File: config.mk
export PLATFORM = sky130hd
export DESIGN_NAME = twu_top
export DESIGN_NICKNAME = d
export VERILOG_FILES = /design/src/twu_prescaler.v /design/src/twu_timer.v /design/src/twu_top.v
export VERILOG_INCLUDE_DIRS = /design/src /design/src/src
export SDC_FILE = /design/constraint.sdc
export NUM_CORES = 1
export LEC_CHECK = 0
export BUFFER_PORTS_ARGS = -buffer_cell sky130_fd_sc_hd__clkbuf_2
export CAP_MARGIN = 25
export CORE_UTILIZATION = 50
export CTS_BUF_LIST = sky130_fd_sc_hd__clkbuf_8
export DETAILED_ROUTE_END_ITERATION = 10
export PLACE_DENSITY = 0.68
export SLEW_MARGIN = 10
export SYNTH_ARGS = -nofsm -noshare
export SYNTH_HDL_FRONTEND = slang
export SYNTH_HIERARCHICAL = 1
export SYNTH_SLANG_ARGS = --single-unit
File: constraint.sdc
create_clock -name CLK -period 2.6 [get_ports CLK]
set_input_delay 0.26 -clock CLK [delete_from_list [all_inputs] [get_ports CLK]]
set_output_delay 0.26 -clock CLK [all_outputs]
set_load 0.03 [all_outputs]
File: src/twu_map.vh
`ifndef TWU_MAP_VH
`define TWU_MAP_VH
// Register byte offsets
`define TWU_OFF_CFG      4'h0
`define TWU_OFF_PRESC    4'h1
`define TWU_OFF_RELOAD   4'h2
`define TWU_OFF_TCS      4'h3
`define TWU_OFF_PRESET   4'h4
`define TWU_OFF_MATCH    4'h5
// Configuration field positions
`define TWU_CFG_CFGLK    0
`define TWU_CFG_PSLK     1
`define TWU_CFG_TMLK     2
`define TWU_CFG_PRLK     3
`define TWU_CFG_CLKSEL   4
`define TWU_CFG_DMM      5
`define TWU_CFG_RSTKIND  6
`define TWU_CFG_C2POR    7
// Timer control/status field positions
`define TWU_TCS_RESTART  0
`define TWU_TCS_TC       1
`define TWU_TCS_PEND     3
`define TWU_TCS_EVT      4
`define TWU_TCS_RUN      5
// Reset values
`define TWU_RST_RELOAD   16'hFFFF
`define TWU_RST_PRESET   8'h0F
`define TWU_RST_EXP      3'h0
// Match-port bytes
`define TWU_SERVICE_BYTE 8'h5C
`define TWU_SEQ_BYTE0    8'h87
`define TWU_SEQ_BYTE1    8'h61
`define TWU_SEQ_BYTE2    8'h63
// Timing
`define TWU_MAX_EXP      3'h5
`define TWU_EARLY_TICKS  2'h3
`define TWU_POR_CYCLES   8'h10
`endif

File: src/twu_prescaler.v
`timescale 1ns/1ps
`include "twu_map.vh"
module twu_prescaler
(
  // Clock and reset
  input  wire       CLK,
  input  wire       RST_B,
  // Control
  input  wire       lf_tick,
  input  wire [2:0] exponent,
  // Output
  output reg        prescaled_tick
);
  reg  [4:0] div_count;
  reg  [4:0] limit;
  wire [2:0] eff_exp;

  assign eff_exp = (exponent > `TWU_MAX_EXP) ? `TWU_MAX_EXP : exponent;

  always @*
  begin
    limit = (5'h1 << eff_exp) - 5'h1;
  end

  // One tick per 2^exponent low-frequency cycles, exponent capped at 5
  always @(posedge CLK or negedge RST_B)
  begin
    if (!RST_B)
    begin
      div_count      <= 5'h00;
      prescaled_tick <= 1'b0;
    end
    else
    begin
      prescaled_tick <= 1'b0;
      if (lf_tick)
      begin
        if (div_count >= limit)
        begin
          div_count      <= 5'h00;
          prescaled_tick <= 1'b1;
        end
        else
          div_count <= div_count + 5'h01;
      end
    end
  end
endmodule // twu_prescaler

File: src/twu_timer.v
`timescale 1ns/1ps
`include "twu_map.vh"
module twu_timer
(
  // Clock and reset
  input  wire        CLK,
  input  wire        RST_B,
  // Control
  input  wire        tick,
  input  wire [15:0] reload,
  input  wire        restart,
  // Outputs
  output reg  [15:0] count,
  output reg         terminal
);
  // Counts down on ticks, reloads after zero
  always @(posedge CLK or negedge RST_B)
  begin
    if (!RST_B)
    begin
      count    <= `TWU_RST_RELOAD;
      terminal <= 1'b0;
    end
    else if (tick)
    begin
      if (restart)
      begin
        count    <= reload;
        terminal <= 1'b0;
      end
      else if (count == 16'h0000)
      begin
        count    <= reload;
        terminal <= 1'b0;
      end
      else
      begin
        count    <= count - 16'h0001;
        terminal <= (count == 16'h0001);
      end
    end
  end
endmodule // twu_timer

File: src/twu_top.v
// Contract
// Prescaler divides by two to exponent
// Sixteen-bit timer counts down, auto reloads
// Terminal pulse high one prescaled cycle
// Terminal pulse goes to wakeup, interrupt
// New reload applies after reaching zero
// Restart bit forces reload, self clears
// Eight-bit watchdog, stopped after reset
// Preset write or service byte starts
// Only reset, warm reset, stop halt it
// Preset write touches; lock reuses preset
// Match mode: service byte touches
// Reaching zero raises an event
// Service within three clocks raises event
// Wrong match byte raises event
// Three-byte sequence stops watchdog
// Run status bit shows running
// Sequence while stopped clears locks
// Clock select: pulse or prescaled tick
// Event routes to cold or warm reset
// Event flag survives resulting reset
// Lock bits block protected writes
// Pending flag until writes applied
`timescale 1ns/1ps
`include "twu_map.vh"
module twu_top
#(
  parameter LF_DIV = 6104
)
(
  // Clock and reset
  input  wire        CLK,
  input  wire        RST_B,
  input  wire        POR_RST_B,
  // Avalon-MM slave
  input  wire [3:0]  AVS_ADDRESS,
  input  wire        AVS_READ,
  input  wire        AVS_WRITE,
  input  wire [31:0] AVS_WRITEDATA,
  output reg  [31:0] AVS_READDATA,
  output wire        AVS_WAITREQUEST,
  // System outputs
  output wire        TIMER_TERMINAL_PULSE,
  output wire        WAKEUP_TICK,
  output wire        INTERRUPT_TICK,
  output reg         WDOG_COLD_RESET,
  output reg         WDOG_WARM_RESET,
  output reg         POR_PULSE
);
  localparam ST_IDLE = 2'b01;
  localparam ST_ACK  = 2'b10;

  reg  [1:0]  bus_state;
  reg  [12:0] lf_count;
  reg         lf_tick;
  reg  [7:0]  cfg;
  reg  [2:0]  prescale_exponent;
  reg  [15:0] timer_reload_value;
  reg         restart_req;
  reg         tc_flag;
  reg  [7:0]  watchdog_preset;
  reg  [7:0]  wd_count;
  reg         watchdog_running;
  reg         watchdog_event_flag;
  reg  [1:0]  seq_pos;
  reg  [1:0]  early_count;
  reg         serviced;
  reg  [1:0]  pend_lf;
  reg         write_pending_flag;
  reg  [7:0]  por_count;
  reg         wd_event;
  wire        prescaled_tick;
  wire        timer_terminal_pulse;
  wire [15:0] timer_count;
  wire        wd_clk;
  wire        acc;
  wire        wr;
  wire [7:0]  wbyte;
  wire        wr_preset;
  wire        wr_match;
  wire        seq_ok;
  wire        seq_done;
  wire        touch;
  wire        early_hit;
  wire        bad_byte;
  wire        late_hit;
  wire        rd_cap;

  function is_seq;
    input [1:0] pos;
    input [7:0] b;
    begin
      is_seq = (pos == 2'd0 && b == `TWU_SEQ_BYTE0) ||
               (pos == 2'd1 && b == `TWU_SEQ_BYTE1) ||
               (pos == 2'd2 && b == `TWU_SEQ_BYTE2);
    end
  endfunction

  // One-wait-state answer: request taken on the ACK cycle
  assign acc             = (AVS_READ | AVS_WRITE) & (bus_state == ST_ACK);
  assign AVS_WAITREQUEST = (AVS_READ | AVS_WRITE) & (bus_state != ST_ACK);
  assign wr              = acc & AVS_WRITE;
  assign wbyte           = AVS_WRITEDATA[7:0];
  assign wr_preset       = wr & (AVS_ADDRESS == `TWU_OFF_PRESET);
  assign wr_match        = wr & (AVS_ADDRESS == `TWU_OFF_MATCH);
  assign seq_ok          = wr_match & is_seq(seq_pos, wbyte);
  assign seq_done        = seq_ok & (seq_pos == 2'd2);
  // Read data latched in the first cycle, standing when waitrequest drops
  assign rd_cap          = AVS_READ & (bus_state == ST_IDLE);

  always @(posedge CLK or negedge RST_B)
  begin
    if (!RST_B)
      bus_state <= ST_IDLE;
    else
    begin
      case (bus_state)
        ST_IDLE: if (AVS_READ | AVS_WRITE) bus_state <= ST_ACK;
        ST_ACK:  bus_state <= ST_IDLE;
        default: bus_state <= ST_IDLE;
      endcase
    end
  end

  // 32.768 kHz tick derived from the system clock
  always @(posedge CLK or negedge RST_B)
  begin
    if (!RST_B)
    begin
      lf_count <= 13'h0000;
      lf_tick  <= 1'b0;
    end
    else if (lf_count >= LF_DIV[12:0] - 13'h0001)
    begin
      lf_count <= 13'h0000;
      lf_tick  <= 1'b1;
    end
    else
    begin
      lf_count <= lf_count + 13'h0001;
      lf_tick  <= 1'b0;
    end
  end

  twu_prescaler u_presc
  (
    .CLK            (CLK),
    .RST_B          (RST_B),
    .lf_tick        (lf_tick),
    .exponent       (prescale_exponent),
    .prescaled_tick (prescaled_tick)
  );

  twu_timer u_timer
  (
    .CLK      (CLK),
    .RST_B    (RST_B),
    .tick     (prescaled_tick),
    .reload   (timer_reload_value),
    .restart  (restart_req),
    .count    (timer_count),
    .terminal (timer_terminal_pulse)
  );

  // Terminal pulse fans out to wakeup and interrupt units
  assign TIMER_TERMINAL_PULSE = timer_terminal_pulse;
  assign WAKEUP_TICK          = timer_terminal_pulse & prescaled_tick;
  assign INTERRUPT_TICK       = timer_terminal_pulse & prescaled_tick;

  // Watchdog clock: pulse start or prescaled tick
  assign wd_clk = cfg[`TWU_CFG_CLKSEL] ? prescaled_tick :
                  (prescaled_tick & timer_count == 16'h0001);

  // Touch per mode; preset writes count even when locked
  assign touch = (wr_preset & !watchdog_running) |
                 (cfg[`TWU_CFG_DMM] ?
                  (wr_match & wbyte == `TWU_SERVICE_BYTE) : wr_preset);
  assign early_hit = watchdog_running & serviced &
                     (wr_preset | (wr_match & wbyte == `TWU_SERVICE_BYTE &
                                   cfg[`TWU_CFG_DMM])) &
                     (early_count < `TWU_EARLY_TICKS);
  assign bad_byte  = watchdog_running & cfg[`TWU_CFG_DMM] & wr_match &
                     wbyte != `TWU_SERVICE_BYTE & !seq_ok;
  assign late_hit  = watchdog_running & wd_clk &
                     (wd_count == 8'h01);

  always @*
  begin
    wd_event = early_hit | bad_byte | late_hit;
  end

  // Configuration and locking
  always @(posedge CLK or negedge RST_B)
  begin
    if (!RST_B)
    begin
      cfg                <= 8'h00;
      prescale_exponent  <= `TWU_RST_EXP;
      timer_reload_value <= `TWU_RST_RELOAD;
      restart_req        <= 1'b0;
      tc_flag            <= 1'b0;
      watchdog_preset    <= `TWU_RST_PRESET;
      seq_pos            <= 2'd0;
    end
    else
    begin
      if (wr_match)
        seq_pos <= seq_done ? 2'd0 : (seq_ok ? seq_pos + 2'd1 : 2'd0);
      if (seq_done & !watchdog_running)
        cfg[3:0] <= 4'h0;
      else if (wr & AVS_ADDRESS == `TWU_OFF_CFG & !cfg[`TWU_CFG_CFGLK])
      begin
        cfg[7:4] <= wbyte[7:4];
        cfg[3:0] <= cfg[3:0] | wbyte[3:0];
      end
      if (wr & AVS_ADDRESS == `TWU_OFF_PRESC & !cfg[`TWU_CFG_PSLK])
        prescale_exponent <= wbyte[2:0];
      if (wr & AVS_ADDRESS == `TWU_OFF_RELOAD & !cfg[`TWU_CFG_TMLK])
        timer_reload_value <= AVS_WRITEDATA[15:0];
      // Software set wins over the tick's clear, so no request is lost
      if (wr & AVS_ADDRESS == `TWU_OFF_TCS & !cfg[`TWU_CFG_TMLK] &
          wbyte[`TWU_TCS_RESTART])
        restart_req <= 1'b1;
      else if (prescaled_tick)
        restart_req <= 1'b0;
      if (prescaled_tick & timer_count == 16'h0001)
        tc_flag <= 1'b1;
      else if (rd_cap & AVS_ADDRESS == `TWU_OFF_TCS)
        tc_flag <= 1'b0;
      if (wr_preset & !cfg[`TWU_CFG_PRLK])
        watchdog_preset <= wbyte;
    end
  end

  // Watchdog counter
  always @(posedge CLK or negedge RST_B)
  begin
    if (!RST_B)
    begin
      wd_count         <= `TWU_RST_PRESET;
      watchdog_running <= 1'b0;
      early_count      <= 2'd0;
      serviced         <= 1'b0;
    end
    else if (wd_event)
    begin
      // A stop sequence ending with a late event still stops it
      watchdog_running <= (cfg[`TWU_CFG_RSTKIND] | seq_done) ?
                          1'b0 : watchdog_running;
      serviced         <= 1'b0;
    end
    else if (seq_done & watchdog_running)
      watchdog_running <= 1'b0;
    else if (touch)
    begin
      wd_count <= (wr_preset & !cfg[`TWU_CFG_PRLK]) ?
                  wbyte : watchdog_preset;
      watchdog_running <= 1'b1;
      early_count      <= 2'd0;
      serviced         <= 1'b1;
    end
    else if (watchdog_running & wd_clk)
    begin
      wd_count <= wd_count - 8'h01;
      if (early_count != `TWU_EARLY_TICKS)
        early_count <= early_count + 2'd1;
    end
  end

  // Pending flag set by prescaler, reload and preset writes, cleared on the third low-frequency tick
  always @(posedge CLK or negedge RST_B)
  begin
    if (!RST_B)
    begin
      pend_lf            <= 2'd0;
      write_pending_flag <= 1'b0;
    end
    else if (wr & (AVS_ADDRESS == `TWU_OFF_PRESC |
                   AVS_ADDRESS == `TWU_OFF_RELOAD | wr_preset))
    begin
      write_pending_flag <= 1'b1;
      pend_lf            <= 2'd0;
    end
    else if (lf_tick & write_pending_flag)
    begin
      if (pend_lf == 2'd2)
        write_pending_flag <= 1'b0;
      pend_lf <= pend_lf + 2'd1;
    end
  end

  // Event flag on power-on reset only, so it survives
  always @(posedge CLK or negedge POR_RST_B)
  begin
    if (!POR_RST_B)
      watchdog_event_flag <= 1'b0;
    else if (wd_event)
      watchdog_event_flag <= 1'b1;
    else if (wr & AVS_ADDRESS == `TWU_OFF_TCS & wbyte[`TWU_TCS_EVT])
      watchdog_event_flag <= 1'b0;
  end

  // Reset routing
  always @(posedge CLK or negedge POR_RST_B)
  begin
    if (!POR_RST_B)
    begin
      WDOG_COLD_RESET <= 1'b0;
      WDOG_WARM_RESET <= 1'b0;
      POR_PULSE       <= 1'b0;
      por_count       <= 8'h00;
    end
    else
    begin
      WDOG_COLD_RESET <= wd_event & !cfg[`TWU_CFG_RSTKIND];
      WDOG_WARM_RESET <= wd_event & cfg[`TWU_CFG_RSTKIND];
      if (wd_event & !cfg[`TWU_CFG_RSTKIND] & cfg[`TWU_CFG_C2POR])
        por_count <= `TWU_POR_CYCLES;
      else if (por_count != 8'h00)
        por_count <= por_count - 8'h01;
      POR_PULSE <= (por_count != 8'h00);
    end
  end

  // Read mux
  always @(posedge CLK or negedge RST_B)
  begin
    if (!RST_B)
      AVS_READDATA <= 32'h00000000;
    else if (rd_cap)
    begin
      if (AVS_ADDRESS == `TWU_OFF_CFG)
        AVS_READDATA <= {24'h000000, cfg};
      else if (AVS_ADDRESS == `TWU_OFF_PRESC)
        AVS_READDATA <= {29'h0, prescale_exponent};
      else if (AVS_ADDRESS == `TWU_OFF_RELOAD)
        AVS_READDATA <= {16'h0000, timer_reload_value};
      else if (AVS_ADDRESS == `TWU_OFF_TCS)
        AVS_READDATA <= {26'h0, watchdog_running,
                         watchdog_event_flag, write_pending_flag,
                         1'b0, tc_flag, restart_req};
      else
        AVS_READDATA <= 32'h00000000;
    end
  end
endmodule // twu_top

==> flow_metrics.env <==
export IMPL_die_h_um=116
export IMPL_synth_top_cell_area_share=0.307
export IMPL_holdWs_ns=0.0577
export IMPL_synth_edf_count=0
export IMPL_path_max_fanout=5
export IMPL_htree_levels=4
export IMPL_crit_path_end_kind="flop"
export IMPL_finalSetupViolations=0
export IMPL_syn_area_sq_mm=0.00651
export IMPL_min_period_ns=2.51
export IMPL_portBuffers=47
export IMPL_drtIter0Drc=312
export IMPL_cts_root_buf="clkbuf_8"
export IMPL_intPower_w=0.00349
export IMPL_slew_headroom=0.400
export IMPL_status="finished, final reports clean"
export IMPL_worst_pin_slew_ns=0.878
export IMPL_diodes=0
export IMPL_reg2reg_from="seq_pos[0]$_DFFE_PN0N_"
export IMPL_grt_usage=0.228
export IMPL_hold_viol_final=0
export IMPL_setup_tns_ns=0
export IMPL_power_share_clock=0.354
export IMPL_dpl_hpwl_um=9970
export IMPL_clockBufferDepth=2
export IMPL_yosys_area_top_type="dfrtp_1"
export IMPL_synthToLayoutAreaGrowth_pct=13.9
export IMPL_clock_sinks=121
export IMPL_fmax_mhz=399
export IMPL_wl_um=14200
export IMPL_swShare=0.287
export IMPL_async_reset_ff_frac=1.00
export IMPL_min_path_type="input pin to flop"
export IMPL_worstSetupStartpoint="seq_pos[0]$_DFFE_PN0N_"
export IMPL_comb_power_share=0.168
export IMPL_p_sw_w=0.00141
export IMPL_io_pins=80
export IMPL_yosysWarnings=6
export IMPL_cts_buffers=17
export IMPL_start_util=0.514
export IMPL_vias=5088
export IMPL_clk_pin_slew_ns=0.07
export IMPL_cellLeakagePower_nw=3.29
export IMPL_seqPwrFrac=0.478
export IMPL_nets=778
export IMPL_drtPass1Iterations=5
export IMPL_post_place_cells=861
export IMPL_p_per_area_mw_per_mm2=660
export IMPL_grt_pass1_wl_um=23600
export IMPL_row_count=41
export IMPL_syn_avg_cell_area_sq_um=9.96
export IMPL_drive_above_1_share=0.261
export IMPL_instances_no_fill=903
export IMPL_drv_slew=0
export IMPL_dieArea_sq_mm=0.0135
export IMPL_cts_tree="built"
export IMPL_die_w_um=116
export IMPL_cp_required_ns=2.92
export IMPL_yosysSeqAreaShare=0.473
export IMPL_drc=0
export IMPL_synth_ff_type="dfrtp_1"
export IMPL_avgRoutedWirePerCell_um=15.7
export IMPL_grt_max_degree=72
export IMPL_start_kind="flop"
export IMPL_hold_path_startpoint="AVS_WRITE"
export IMPL_grt_pass1_vias=4894
export IMPL_synthCells=654
export IMPL_ant_nets=0
export IMPL_gp_congestion=0.851
export IMPL_fin_worst_skew_ns=0.0137
export IMPL_arrival_ns=2.82
export IMPL_fin_crit_sh=0.965
export IMPL_utilization=0.585
export IMPL_antenna_found_initial=0
export IMPL_maxCapViolCount=0
export IMPL_insertion_delay_ns=0.44
export IMPL_vdd_drop_max_mv=0.365
export IMPL_netlist_top_cells_area="dfrtp_1, dfstp_2, mux2_2"
export IMPL_core_sq_mm=0.0127
export IMPL_viasPerCell=5.63
export IMPL_worst_setup_path_type="flop to flop"
export IMPL_total_power_w=0.00489
export IMPL_yosys_register_bits=121
export IMPL_post_synth_num_cell_types=76
export IMPL_grt_ovfl_total=0
## logic make-up (layout without fill, tap and decap cells)
family	after synthesis	in the layout	synth area share
compound gates	145	145	0.147
xor+xnor	17	17	0.0229
flops	121	121	0.473
other cells	1	16	0.000576
simple gates	234	234	0.187
buf+inv	74	136	0.0615
fa+ha+maj	19	19	0.0365
mux	43	43	0.0715
## metal layers
| metal | track usage | vias up | wire length, um |
|---|---|---|---|
| met5 | 0 | - | 0 |
| met4 | 0.0880 | 0 | 282 |
| met3 | 0.0514 | 27 | 596 |
| met2 | 0.380 | 132 | 7050 |
| met1 | 0.291 | 2493 | 6270 |
| li1 | - | 2436 | - |
## area by class of cell
cell class | instances | area (sq um)
repair buffers | 73 | 485
multi-input cells | 474 | 3110
flip-flops and latches | 121 | 3080
inverters | 31 | 116
clock buffers | 20 | 275
well taps | 172 | 215
clock inverters | 12 | 133
fillers | 1123 | 5260
## metrics by stage
stage               cell area, sq um  worst slack (ns)
floorplan                       6570             0.278
global placement                6870             0.115
detailed placement              6890            0.0667
CTS                             7330            0.0434
global route                    7410           -0.0129
finish                          7410            0.0914
## registers in the layout, summed over array words and instances, names as in the netlist, 3 cells and up
signal,flops
u_timer/count,16
wd_count,8
watchdog_preset,8
por_count,8
cfg,8
prescale_exponent,3
u_presc/div_count,5
AVS_READDATA,16
timer_reload_value,16
lf_count,13
## critical path, stage by stage (launching register included)
cell and delay (ns):
dfrtp_1 0.43, inv_2 0.11, ha_1 0.14, and4b_1 0.18, nand3b_1 0.11, a2111o_1 0.45
a211oi_4 0.35, buf_12 0.16, nor3b_4 0.04, buf_4 0.16, a211o_1 0.27
## final timing paths
path,end,slack (ns),cells after the start
min,bus_state[0]$_DFFE_PN1P_,0.06,2
min in group asynchronous,por_count[1]$_DFFE_PN0P_,0.25,2
max,por_count[4]$_DFFE_PN0P_,0.09,10
max in group asynchronous,wd_count[0]$_DFFE_PN1P_,1.44,3
min reg2reg,lf_count[12]$_DFF_PN0_,0.46,1
max reg2reg,por_count[4]$_DFFE_PN0P_,0.09,10
## timing repair
item                                    4_1_cts  5_1_grt
setup buffers                                 0        7
hold buffers                                  3        0
endpoints found under the setup margin        0       18
gates resized for setup                       0        5
hold endpoints to repair                     30        0
## cells in the mapped netlist, types with 7 or more instances
cell	n
a21oi_1	31
a22oi_1	7
buf_4	18
clkbuf_1	16
dfrtp_1	80
dfstp_2	41
ha_1	19
inv_1	31
mux2_2	28
mux2i_1	15
nand2_1	69
nand3_1	24
nor2_1	61
nor3_1	14
nor4_1	7
o21ai_0	44
xnor2_1	8
xor2_1	9
## power groups by stage
stage	Sequential, W	Combinational (W)	Clock [W]
floorplan	0.00235	0.000578	0
CTS	0.00234	0.000824	0.00177
finish	0.00234	0.000823	0.00173
global route	0.00237	0.000930	0.00186
detailed placement	0.00237	0.000816	0
global placement	0.00236	0.000783	0
## layout by cell type (no fill, tap or decap), drive strengths merged, types with 4 or more instances in the layout
cell / netlist / routed
a21o: 7 / 7
a21oi: 32 / 32
a22o: 4 / 4
a22oi: 7 / 7
a2bb2oi: 6 / 6
a31oi: 4 / 4
a41oi: 6 / 6
and2: 6 / 6
buf: 26 / 24
clkbuf: 17 / 66
clkinv: 0 / 4
conb: 1 / 16
dfrtp: 80 / 80
dfstp: 41 / 41
ha: 19 / 19
inv: 31 / 35
mux2: 28 / 28
mux2i: 15 / 15
nand2: 69 / 69
nand3: 24 / 24
nand4: 4 / 4
nor2: 62 / 62
nor3: 17 / 17
nor3b: 4 / 4
nor4: 11 / 11
o211ai: 4 / 4
o21ai: 44 / 44
or3: 8 / 8
or4: 8 / 8
xnor2: 8 / 8
xor2: 9 / 9
Note: power is estimated with default switching activity, not from simulation.
